## config.mk

```make
export PLATFORM = sky130hd
export DESIGN_NAME = sleep_wakeup_control
export DESIGN_NICKNAME = d
export VERILOG_FILES = /design/src/hw/sleep_wakeup_pkg.sv /design/src/hw/sleep_wakeup_control.sv
export SDC_FILE = /design/constraint.sdc
export NUM_CORES = 1
export LEC_CHECK = 0
export ABC_AREA = 1
export BUFFER_PORTS_ARGS = -buffer_cell sky130_fd_sc_hd__buf_2
export CELL_PAD_IN_SITES_DETAIL_PLACEMENT = 1
export CELL_PAD_IN_SITES_GLOBAL_PLACEMENT = 1
export CORE_ASPECT_RATIO = 0.7
export CORE_UTILIZATION = 41
export DETAILED_ROUTE_END_ITERATION = 16
export PLACE_DENSITY = 0.89
export SETUP_SLACK_MARGIN = 0.4
export SYNTH_ARGS = -nofsm -noshare
export SYNTH_HDL_FRONTEND = slang
export SYNTH_SLANG_ARGS = --single-unit
```

## constraint.sdc

```tcl
create_clock -name clock_i -period 4.8 [get_ports clock_i]
set_input_delay 1.44 -clock clock_i [delete_from_list [all_inputs] [get_ports clock_i]]
set_output_delay 1.44 -clock clock_i [all_outputs]
set_load 0.02 [all_outputs]
```

## src/hw/sleep_wakeup_pkg.sv

```systemverilog
package sleep_wakeup_pkg;

   // ****************************************************************
   // Register port and register map
   // ****************************************************************
   localparam int unsigned ADDR_W = 2;
   localparam int unsigned DATA_W = 8;
   localparam int unsigned PORT_W = 13;
   localparam logic [1:0] REG_CONTROL = 2'h0;
   localparam logic [1:0] REG_FLAGS = 2'h1;
   localparam logic [1:0] REG_EVENTS = 2'h2;
   localparam logic [1:0] REG_MASK = 2'h3;

   // Control register fields; the reset value selects the low power crystal mode.
   localparam int unsigned CTL_MODE = 0;
   localparam int unsigned CTL_WDT_EN = 2;
   localparam int unsigned CTL_GIE = 3;
   localparam int unsigned CTL_INT_EDGE = 4;
   localparam int unsigned CTL_EXT_IE = 5;
   localparam int unsigned CTL_PORT_IE = 6;
   localparam int unsigned CTL_CMP_IE = 7;
   localparam logic [7:0] CONTROL_RST = 8'h00;

   // Flag register fields.
   localparam int unsigned FLG_PD = 0;
   localparam int unsigned FLG_TO = 1;
   localparam int unsigned FLG_EXTINT = 2;
   localparam int unsigned FLG_SLEEP = 3;

   // Event status and mask fields.
   localparam int unsigned EV_W = 4;
   localparam int unsigned EV_SLEEP = 0;
   localparam int unsigned EV_WDT = 1;
   localparam int unsigned EV_INT = 2;
   localparam int unsigned EV_MASTER_CLEAR_PIN = 3;
   localparam logic [3:0] EVENTS_RST = 4'h0;
   localparam logic [3:0] MASK_RST = 4'h0;

   // Oscillator mode codes.
   localparam logic [1:0] MODE_LP = 2'h0;
   localparam logic [1:0] MODE_XT = 2'h1;
   localparam logic [1:0] MODE_HS = 2'h2;
   localparam logic [1:0] MODE_RC = 2'h3;

   // ****************************************************************
   // Timing
   // ****************************************************************
   localparam logic [1:0] Q_LAST = 2'h3;
   localparam int unsigned OST_PERIODS = 1024;
   localparam int unsigned OSC_PERIOD_NS = 100;
   localparam int unsigned CLK_PERIOD_NS = 100;
   localparam int unsigned OST_CYCLES =
      (OST_PERIODS * OSC_PERIOD_NS + CLK_PERIOD_NS - 1) / CLK_PERIOD_NS;
   localparam logic [10:0] OST_LAST = 11'(OST_CYCLES - 1);
   localparam logic [12:0] VECTOR_ADDR = 13'h0004;

   // ****************************************************************
   // Types
   // ****************************************************************
   typedef enum logic [2:0] {
      ST_RUN, ST_SLEEP, ST_START_UP, ST_POST, ST_DUMMY1, ST_DUMMY2, ST_RESET
   } state_t;

   typedef struct packed {
      state_t st;
      logic [1:0] q;
      logic iend;
      logic nop;
      logic dummy;
      logic sleeping;
      logic gie_wake;
      logic [10:0] ost;
      logic [7:0] ctrl;
      logic pd;
      logic to;
      logic extint;
      logic pin_prev;
      logic [3:0] events;
      logic [3:0] mask;
      logic irq;
      logic [7:0] rdata;
      logic osc_en;
      logic wdt_clr;
      logic dev_rst;
      logic prefetch;
      logic vec_load;
      logic [12:0] port_out;
      logic [12:0] port_oe;
   } regs_t;

endpackage

```

## src/hw/sleep_wakeup_control.sv

```systemverilog
// Contract
// - Power-down is entered only by executing the sleep instruction.
// - Sleep entry clears watchdog, clears power-down flag, sets timeout flag, stops oscillator.
// - Port pins keep their pre-sleep drive state throughout power-down.
// - Watchdog reset is internal; master clear pin is never driven low.
// - Wake on master clear low, enabled watchdog wake-up, or enabled interrupt.
// - Master clear wake resets fully; watchdog or interrupt wake continues execution.
// - Power-down flag set at power-up, cleared by sleep; watchdog wake clears timeout flag.
// - The instruction after sleep is prefetched while sleep executes.
// - Interrupt wakes only if its enable is set, regardless of global enable.
// - Interrupt wake with global enable clear continues in line.
// - Interrupt wake with global enable set runs next instruction then vectors.
// - Already pending enabled interrupt makes sleep complete and wake at once.
// - Watchdog is cleared on every wake from power-down.
// - Crystal modes wait 1024 oscillator periods on wake; resistor-capacitor mode does not. The code skips the wait on master clear wake.
// - An instruction cycle is four oscillator periods; normal instructions take one.
// - Branches or true conditional tests take two cycles, the second a no-operation.
module sleep_wakeup_control
   import sleep_wakeup_pkg::*;
(
   // Clock and reset.
   input wire logic clock_i,
   input wire logic nrst_i,
   // Register port.
   input wire logic [ADDR_W-1:0] reg_addr_i,
   input wire logic [DATA_W-1:0] reg_wdata_i,
   input wire logic reg_write_i,
   input wire logic reg_read_i,
   output logic [DATA_W-1:0] reg_rdata_o,
   // Core instruction status.
   input wire logic sleep_exec_i,
   input wire logic branch_i,
   // Wake sources.
   input wire logic master_clear_pin_i,
   input wire logic watchdog_timeout_i,
   input wire logic external_interrupt_pin_i,
   input wire logic port_change_flag_i,
   input wire logic comparator_flag_i,
   // Port drive from the core.
   input wire logic [PORT_W-1:0] port_out_i,
   input wire logic [PORT_W-1:0] port_oe_i,
   // Port pins as driven.
   output logic [PORT_W-1:0] port_out_o,
   output logic [PORT_W-1:0] port_oe_o,
   // Master clear pin drive.
   output logic master_clear_out_o,
   output logic master_clear_oe_o,
   // Core sequencing.
   output logic [1:0] q_phase_o,
   output logic instr_end_o,
   output logic execute_nop_o,
   output logic dummy_cycle_o,
   output logic prefetch_o,
   output logic vector_load_o,
   output logic [12:0] vector_addr_o,
   output logic device_reset_o,
   // Power status.
   output logic sleeping_o,
   output logic osc_driver_en_o,
   output logic watchdog_clear_o,
   output logic power_down_flag_o,
   output logic timeout_flag_o,
   output logic external_int_flag_o,
   output logic irq_o
);

   // ****************************************************************
   // Reset release
   // ****************************************************************

   // The reset is released through two flip-flops so that its removal is synchronous.
   logic [1:0] rst_sync_ff;
   logic rst_n;

   always_ff @(posedge clock_i or negedge nrst_i) begin
      if (!nrst_i) begin
         rst_sync_ff <= 2'h0;
      end else begin
         rst_sync_ff <= {rst_sync_ff[0], 1'b1};
      end
   end

   assign rst_n = rst_sync_ff[1];

   // ****************************************************************
   // State update
   // ****************************************************************

   regs_t r_ff;
   regs_t nxt_r;
   logic edge_seen;
   logic wake_int;
   logic crystal;
   logic wdt_en;
   logic [3:0] ev_set;
   logic [3:0] ev_clr;
   logic clr_extint;

   // All next-state logic lives here; the register copy below holds everything.
   always_comb begin
      nxt_r = r_ff;
      ev_set = 4'h0;
      ev_clr = 4'h0;
      clr_extint = 1'b0;
      nxt_r.wdt_clr = 1'b0;
      nxt_r.prefetch = 1'b0;
      nxt_r.vec_load = 1'b0;
      nxt_r.dev_rst = 1'b0;
      nxt_r.rdata = 8'h00;
      wdt_en = r_ff.ctrl[CTL_WDT_EN];
      crystal = (r_ff.ctrl[CTL_MODE +: 2] != MODE_RC);

      // The valid edge follows the selected polarity; the flag is sticky.
      edge_seen = r_ff.ctrl[CTL_INT_EDGE] ?
                  (external_interrupt_pin_i && !r_ff.pin_prev) :
                  (!external_interrupt_pin_i && r_ff.pin_prev);
      nxt_r.pin_prev = external_interrupt_pin_i;

      // Only individually enabled sources may wake, the global enable is ignored.
      wake_int = ((r_ff.extint || edge_seen) && r_ff.ctrl[CTL_EXT_IE]) ||
                 (port_change_flag_i && r_ff.ctrl[CTL_PORT_IE]) ||
                 (comparator_flag_i && r_ff.ctrl[CTL_CMP_IE]);

      // Register writes and reads.
      if (reg_write_i) begin
         case (reg_addr_i)
            REG_CONTROL: nxt_r.ctrl = reg_wdata_i;
            REG_FLAGS: clr_extint = reg_wdata_i[FLG_EXTINT];
            REG_EVENTS: ev_clr = reg_wdata_i[EV_W-1:0];
            REG_MASK: nxt_r.mask = reg_wdata_i[EV_W-1:0];
            default: nxt_r.mask = r_ff.mask;
         endcase
      end
      if (reg_read_i) begin
         case (reg_addr_i)
            REG_CONTROL: nxt_r.rdata = r_ff.ctrl;
            REG_FLAGS: nxt_r.rdata = {4'h0, r_ff.sleeping, r_ff.extint, r_ff.to, r_ff.pd};
            REG_EVENTS: nxt_r.rdata = {4'h0, r_ff.events};
            REG_MASK: nxt_r.rdata = {4'h0, r_ff.mask};
            default: nxt_r.rdata = 8'h00;
         endcase
      end

      // A new edge wins over a clear in the same cycle.
      nxt_r.extint = (r_ff.extint && !clr_extint) || edge_seen;

      // Sequencer.
      case (r_ff.st)
         ST_RUN: begin
            nxt_r.q = r_ff.q + 2'h1;
            if (watchdog_timeout_i && wdt_en) begin
               // Internal reset only; the master clear pin stays undriven.
               nxt_r.dev_rst = 1'b1;
               nxt_r.to = 1'b0;
               nxt_r.q = 2'h0;
               nxt_r.nop = 1'b0;
            end else if (r_ff.q == Q_LAST) begin
               if (r_ff.nop) begin
                  nxt_r.nop = 1'b0;
               end else if (sleep_exec_i) begin
                  nxt_r.pd = 1'b0;
                  nxt_r.to = 1'b1;
                  nxt_r.wdt_clr = 1'b1;
                  nxt_r.prefetch = 1'b1;
                  ev_set[EV_SLEEP] = 1'b1;
                  if (wake_int) begin
                     // Sleep completes, but the oscillator never stops.
                     nxt_r.st = ST_POST;
                     nxt_r.gie_wake = r_ff.ctrl[CTL_GIE];
                     ev_set[EV_INT] = 1'b1;
                  end else begin
                     nxt_r.st = ST_SLEEP;
                     nxt_r.osc_en = 1'b0;
                  end
               end else begin
                  nxt_r.nop = branch_i;
               end
            end
         end
         ST_SLEEP: begin
            if ((watchdog_timeout_i && wdt_en) || wake_int) begin
               nxt_r.wdt_clr = 1'b1;
               nxt_r.osc_en = 1'b1;
               nxt_r.ost = 11'h000;
               nxt_r.q = 2'h0;
               nxt_r.st = crystal ? ST_START_UP : ST_POST;
               if (watchdog_timeout_i && wdt_en) begin
                  nxt_r.to = 1'b0;
                  nxt_r.gie_wake = 1'b0;
                  ev_set[EV_WDT] = 1'b1;
               end else begin
                  nxt_r.gie_wake = r_ff.ctrl[CTL_GIE];
                  ev_set[EV_INT] = 1'b1;
               end
            end
         end
         ST_START_UP: begin
            nxt_r.ost = r_ff.ost + 11'h001;
            if (r_ff.ost == OST_LAST) begin
               nxt_r.st = ST_POST;
            end
         end
         ST_POST: begin
            // The prefetched instruction executes before any vectoring.
            nxt_r.q = r_ff.q + 2'h1;
            if (r_ff.q == Q_LAST) begin
               nxt_r.st = r_ff.gie_wake ? ST_DUMMY1 : ST_RUN;
            end
         end
         ST_DUMMY1: begin
            nxt_r.q = r_ff.q + 2'h1;
            if (r_ff.q == Q_LAST) begin
               nxt_r.st = ST_DUMMY2;
            end
         end
         ST_DUMMY2: begin
            nxt_r.q = r_ff.q + 2'h1;
            if (r_ff.q == Q_LAST) begin
               nxt_r.st = ST_RUN;
               nxt_r.vec_load = 1'b1;
            end
         end
         ST_RESET: begin
            nxt_r.dev_rst = 1'b1;
            nxt_r.q = 2'h0;
            if (master_clear_pin_i) begin
               nxt_r.st = ST_RUN;
            end
         end
         default: begin
            nxt_r.st = ST_RUN;
         end
      endcase

      // Master clear low overrides everything and is a full reset.
      if (!master_clear_pin_i) begin
         nxt_r.st = ST_RESET;
         nxt_r.dev_rst = 1'b1;
         nxt_r.osc_en = 1'b1;
         nxt_r.q = 2'h0;
         nxt_r.nop = 1'b0;
         nxt_r.gie_wake = 1'b0;
         if (r_ff.st == ST_SLEEP) begin
            nxt_r.wdt_clr = 1'b1;
            ev_set[EV_MASTER_CLEAR_PIN] = 1'b1;
         end
      end

      // Pins follow the core until sleep, then freeze.
      if (r_ff.st != ST_SLEEP) begin
         nxt_r.port_out = port_out_i;
         nxt_r.port_oe = port_oe_i;
      end

      // Event status bits: a new event wins over a clear in the same cycle.
      nxt_r.events = (r_ff.events & ~ev_clr) | ev_set;
      nxt_r.irq = |(nxt_r.events & nxt_r.mask);

      // Decoded outputs are registered here so every port except the master clear drive and the vector address comes from a flip-flop.
      nxt_r.sleeping = (nxt_r.st == ST_SLEEP);
      nxt_r.dummy = (nxt_r.st == ST_DUMMY1) || (nxt_r.st == ST_DUMMY2);
      nxt_r.iend = (nxt_r.q == Q_LAST) && (nxt_r.st != ST_SLEEP) &&
                   (nxt_r.st != ST_START_UP) && (nxt_r.st != ST_RESET);
   end

   // Power-up values: power-down and timeout flags both read set.
   always_ff @(posedge clock_i or negedge rst_n) begin
      if (!rst_n) begin
         r_ff <= '{st: ST_RUN, q: 2'h0, iend: 1'b0, nop: 1'b0, dummy: 1'b0,
                   sleeping: 1'b0, gie_wake: 1'b0, ost: 11'h000, ctrl: CONTROL_RST,
                   pd: 1'b1, to: 1'b1, extint: 1'b0, pin_prev: 1'b0,
                   events: EVENTS_RST, mask: MASK_RST, irq: 1'b0, rdata: 8'h00,
                   osc_en: 1'b1, wdt_clr: 1'b0, dev_rst: 1'b0, prefetch: 1'b0,
                   vec_load: 1'b0, port_out: 13'h0000, port_oe: 13'h0000};
      end else begin
         r_ff <= nxt_r;
      end
   end

   // ****************************************************************
   // Outputs
   // ****************************************************************

   // Every output except the master clear drive and the vector address is a field of the register copy.
   assign reg_rdata_o = r_ff.rdata;
   assign port_out_o = r_ff.port_out;
   assign port_oe_o = r_ff.port_oe;
   assign master_clear_out_o = 1'b0;
   assign master_clear_oe_o = 1'b0;
   assign q_phase_o = r_ff.q;
   assign instr_end_o = r_ff.iend;
   assign execute_nop_o = r_ff.nop;
   assign dummy_cycle_o = r_ff.dummy;
   assign prefetch_o = r_ff.prefetch;
   assign vector_load_o = r_ff.vec_load;
   assign vector_addr_o = VECTOR_ADDR;
   assign device_reset_o = r_ff.dev_rst;
   assign sleeping_o = r_ff.sleeping;
   assign osc_driver_en_o = r_ff.osc_en;
   assign watchdog_clear_o = r_ff.wdt_clr;
   assign power_down_flag_o = r_ff.pd;
   assign timeout_flag_o = r_ff.to;
   assign external_int_flag_o = r_ff.extint;
   assign irq_o = r_ff.irq;
endmodule

```

==> summary.md <==
| Metric | Value |
|---|---|
| Run status | completed |
| Via count | 3137 |
| Hold/Removal Path Class | reg -> reg |
| Dpl hpwl | 7060 µm |
| Flop and latch count out of synthesis | 83 |
| Commonest non-fill, non-tap cells in the layout | nand2_1, buf_2, dfrtp_1 |
| GP Congestion | 0.8102 |
| Vias per Instance | 4.826 |
| CP Data Required Time | 4.98 ns |
| Total grt overflow | 0 |
| Final clock skew | 0.004034 ns |
| Worst path cell trace | buf_2 -> inv_1 -> nor2_1 -> nand2_1 -> o21ai_0 -> o21ai_0 -> nand2_1 -> nand4_1 |
| Drt wl/cell | 14.92 µm |
| Worst relative slew slack | 0.3045 |
| CTS tree | built |
| Worst slew pin tran | 1.043 ns |
| Post_cts resized | 0 |
| Fmax | 384.6 MHz |
| Port bufs | 95 |
| Worst path max stage delay | 0.32 ns |
| Flop2flop setup slack | 2.29 ns |
| Initial core utilization | 0.4302 |
| Initial DRC count | 204 |
| Final ANT Viol Nets | 0 |
| Sink Count | 83 |
| # nets final | 570 |
| DRT Pass-1 Iters | 4 |
| Layout cells sized above 1 | 0.2548 |
| RSZ-0062 raised after global routing | false |
| Final Hold Fails | 0 |
| Post-Route Setup TNS | 0 ns |
| IO Pins | 111 |
| Crit. End Element | flip-flop |
| Largest net degree at the start of global routing | 82 |
| Hold Crit Depth | 0 |
| CTS Buf Count | 9 |
| Worst skew pair latency | 0.33 ns |
| Max-cap check violation count | 0 |
| Final worst-path cycle share | 0.5418 |
| Post-CTS Setup Bufs | 0 |
| Crit Path Class | in -> reg |
| Mapped Avg Cell Area | 8.620 µm² |
| Slowest-stage cell, CP | nor2_1 |
| Chip Height | 84.28 µm |
| Cell Area, Synth | 0.003965 mm² |
| Clock H-tree levels | 3 |
| Final wirelength | 9695 µm |
| Maximum vdd drop | 0.2667 mV |
| Fin cells | 650 |
| Vias in the first global route | 3248 |
| Final Setup Violations | 0 |
| Core area | 0.009216 mm² |
| Startpoint types | input pin |
| Area growth from synthesis to layout | 14.39% |
| Site Rows | 29 |
| Global-route wire length before repair | 16210 µm |
| CTS Buffer Depth | 2 |
| Clk slew on worst S/H paths | 0.06 ns |
| Inserted Diodes | 0 |
| Pleak | 2.460 nW |
| Synth warn | 0 |
| Gr usage total | 0.2086 |
| Yosys cell types | 38 |
| Die footprint | 0.01007 mm² |
| Reg2reg path depth | 8 |
| Gate Count Post-Synth | 460 |
| Commonest non-fill, non-tap cell in the layout | nand2_1 |
| Die X-Extent | 119.5 µm |
| CP max FO | 6 |
| WP data arrival | 2.78 ns |
| Root Buffer Master | clkbuf_16 |
| Dpl cells | 634 |
| Crit path time final | 2.600 ns |
| Pins over their slew limit | 0 |
| PwrDens | 393.5 mW/mm² |
| # hold bufs at CTS | 0 |
| Post-route DRC | 0 |
| Initial antenna violation count | 0 |
| Sequential share of the synthesized area | 0.5248 |
where the power goes:
group,switching [mW],internal [mW]
logic,0.162,0.0879
registers,0.0678,0.772
clock network,0.265,0.430
layout make-up:
cell class / count / area (µm²)
fill: 1131 / 4681
sequential: 83 / 2085
inverter: 41 / 153.9
clock buffer: 12 / 256.5
tap: 124 / 155.1
multi-input combinational: 291 / 1361
timing repair buffer: 95 / 475.5
clock inverter: 4 / 48.80
critical path: cells and delay by family:
| kind | cells | cell delay, ns |
|---|---|---|
| buf+inv | 2 | 0.21 |
| simple gates | 4 | 0.74 |
| compound gates | 2 | 0.40 |
flip-flops by register name, summed over array words and instances, names as in the netlist, 2 cells and up:
register and flops:
r_ff 32, port_oe_o 13, port_out_o 13, reg_rdata_o 8, q_phase_o 2, rst_sync_ff 2
metal layers:
metal / routed length, µm / vias up / GRT usage
li1: - / 1522 / -
met1: 4437 / 1542 / 0.2676
met2: 4785 / 65 / 0.3494
met3: 378 / 8 / 0.05435
met4: 94 / 0 / 0.05909
met5: 0 / - / 0
stage by stage:
stage	util	hold WS, ns	total power [mW]	worst slack, ns	cell area (µm²)
final	0.4921	0.3623	1.785	2.200	4536
after global routing	0.4921	0.3753	1.876	2.008	4536
after CTS	0.4921	0.3639	1.805	2.229	4536
after detailed placement	0.4590	0.3426	1.102	1.869	4230
after global placement	0.4590	0.3395	1.083	2.077	4230
after floorplan	-	0.3312	1.035	2.322	4018
cell usage after synthesis, drive strengths merged:
cell type	number	area (µm²)
nand2	144	545.5
dfrtp	80	2002
buf	58	417.9
inv	41	153.9
o21ai	34	170.2
nor2	33	146.4
nand3	25	157.7
a21oi	13	76.33
nand4	5	37.53
a31oi	3	18.77
dfstp	3	78.83
a221oi	2	17.52
conb	2	7.510
ha	2	25.02
o211ai	2	15.01
a211oi	1	7.510
a21boi	1	7.510
a22o	1	8.760
a41oi	1	8.760
and3	1	6.260
and3b	1	8.760
clkbuf	1	3.750
nand3b	1	7.510
nor3	1	5.000
o21a	1	7.510
o22ai	1	6.260
o32ai	1	8.760
xor2	1	8.760
cell families after synthesis:
group | share of synthesized area
xor gates and xnor gates | 0.002209
adders and majority gates | 0.006310
and+or+nand+nor | 0.2307
DFF | 0.5248
buffers and inverters | 0.1452
AOI/OAI and AO/OA | 0.08899
other | 0.001894
final timing paths:
path / start / endpoint
max: reg_addr_i[1] / irq_o$_DFF_PN0_
min: rst_sync_ff[0]$_DFF_PN0_ / rst_sync_ff[1]$_DFF_PN0_
max reg2reg: r_ff[80]$_DFF_PN0_ / instr_end_o$_DFF_PN0_
min reg2reg: rst_sync_ff[0]$_DFF_PN0_ / rst_sync_ff[1]$_DFF_PN0_
max in group asynchronous: rst_sync_ff[1]$_DFF_PN0_ / sleeping_o$_DFF_PN0_
min in group asynchronous: rst_sync_ff[1]$_DFF_PN0_ / port_out_o[0]$_DFFE_PN0N_
No activity file was read; power rests on OpenSTA's default activity.
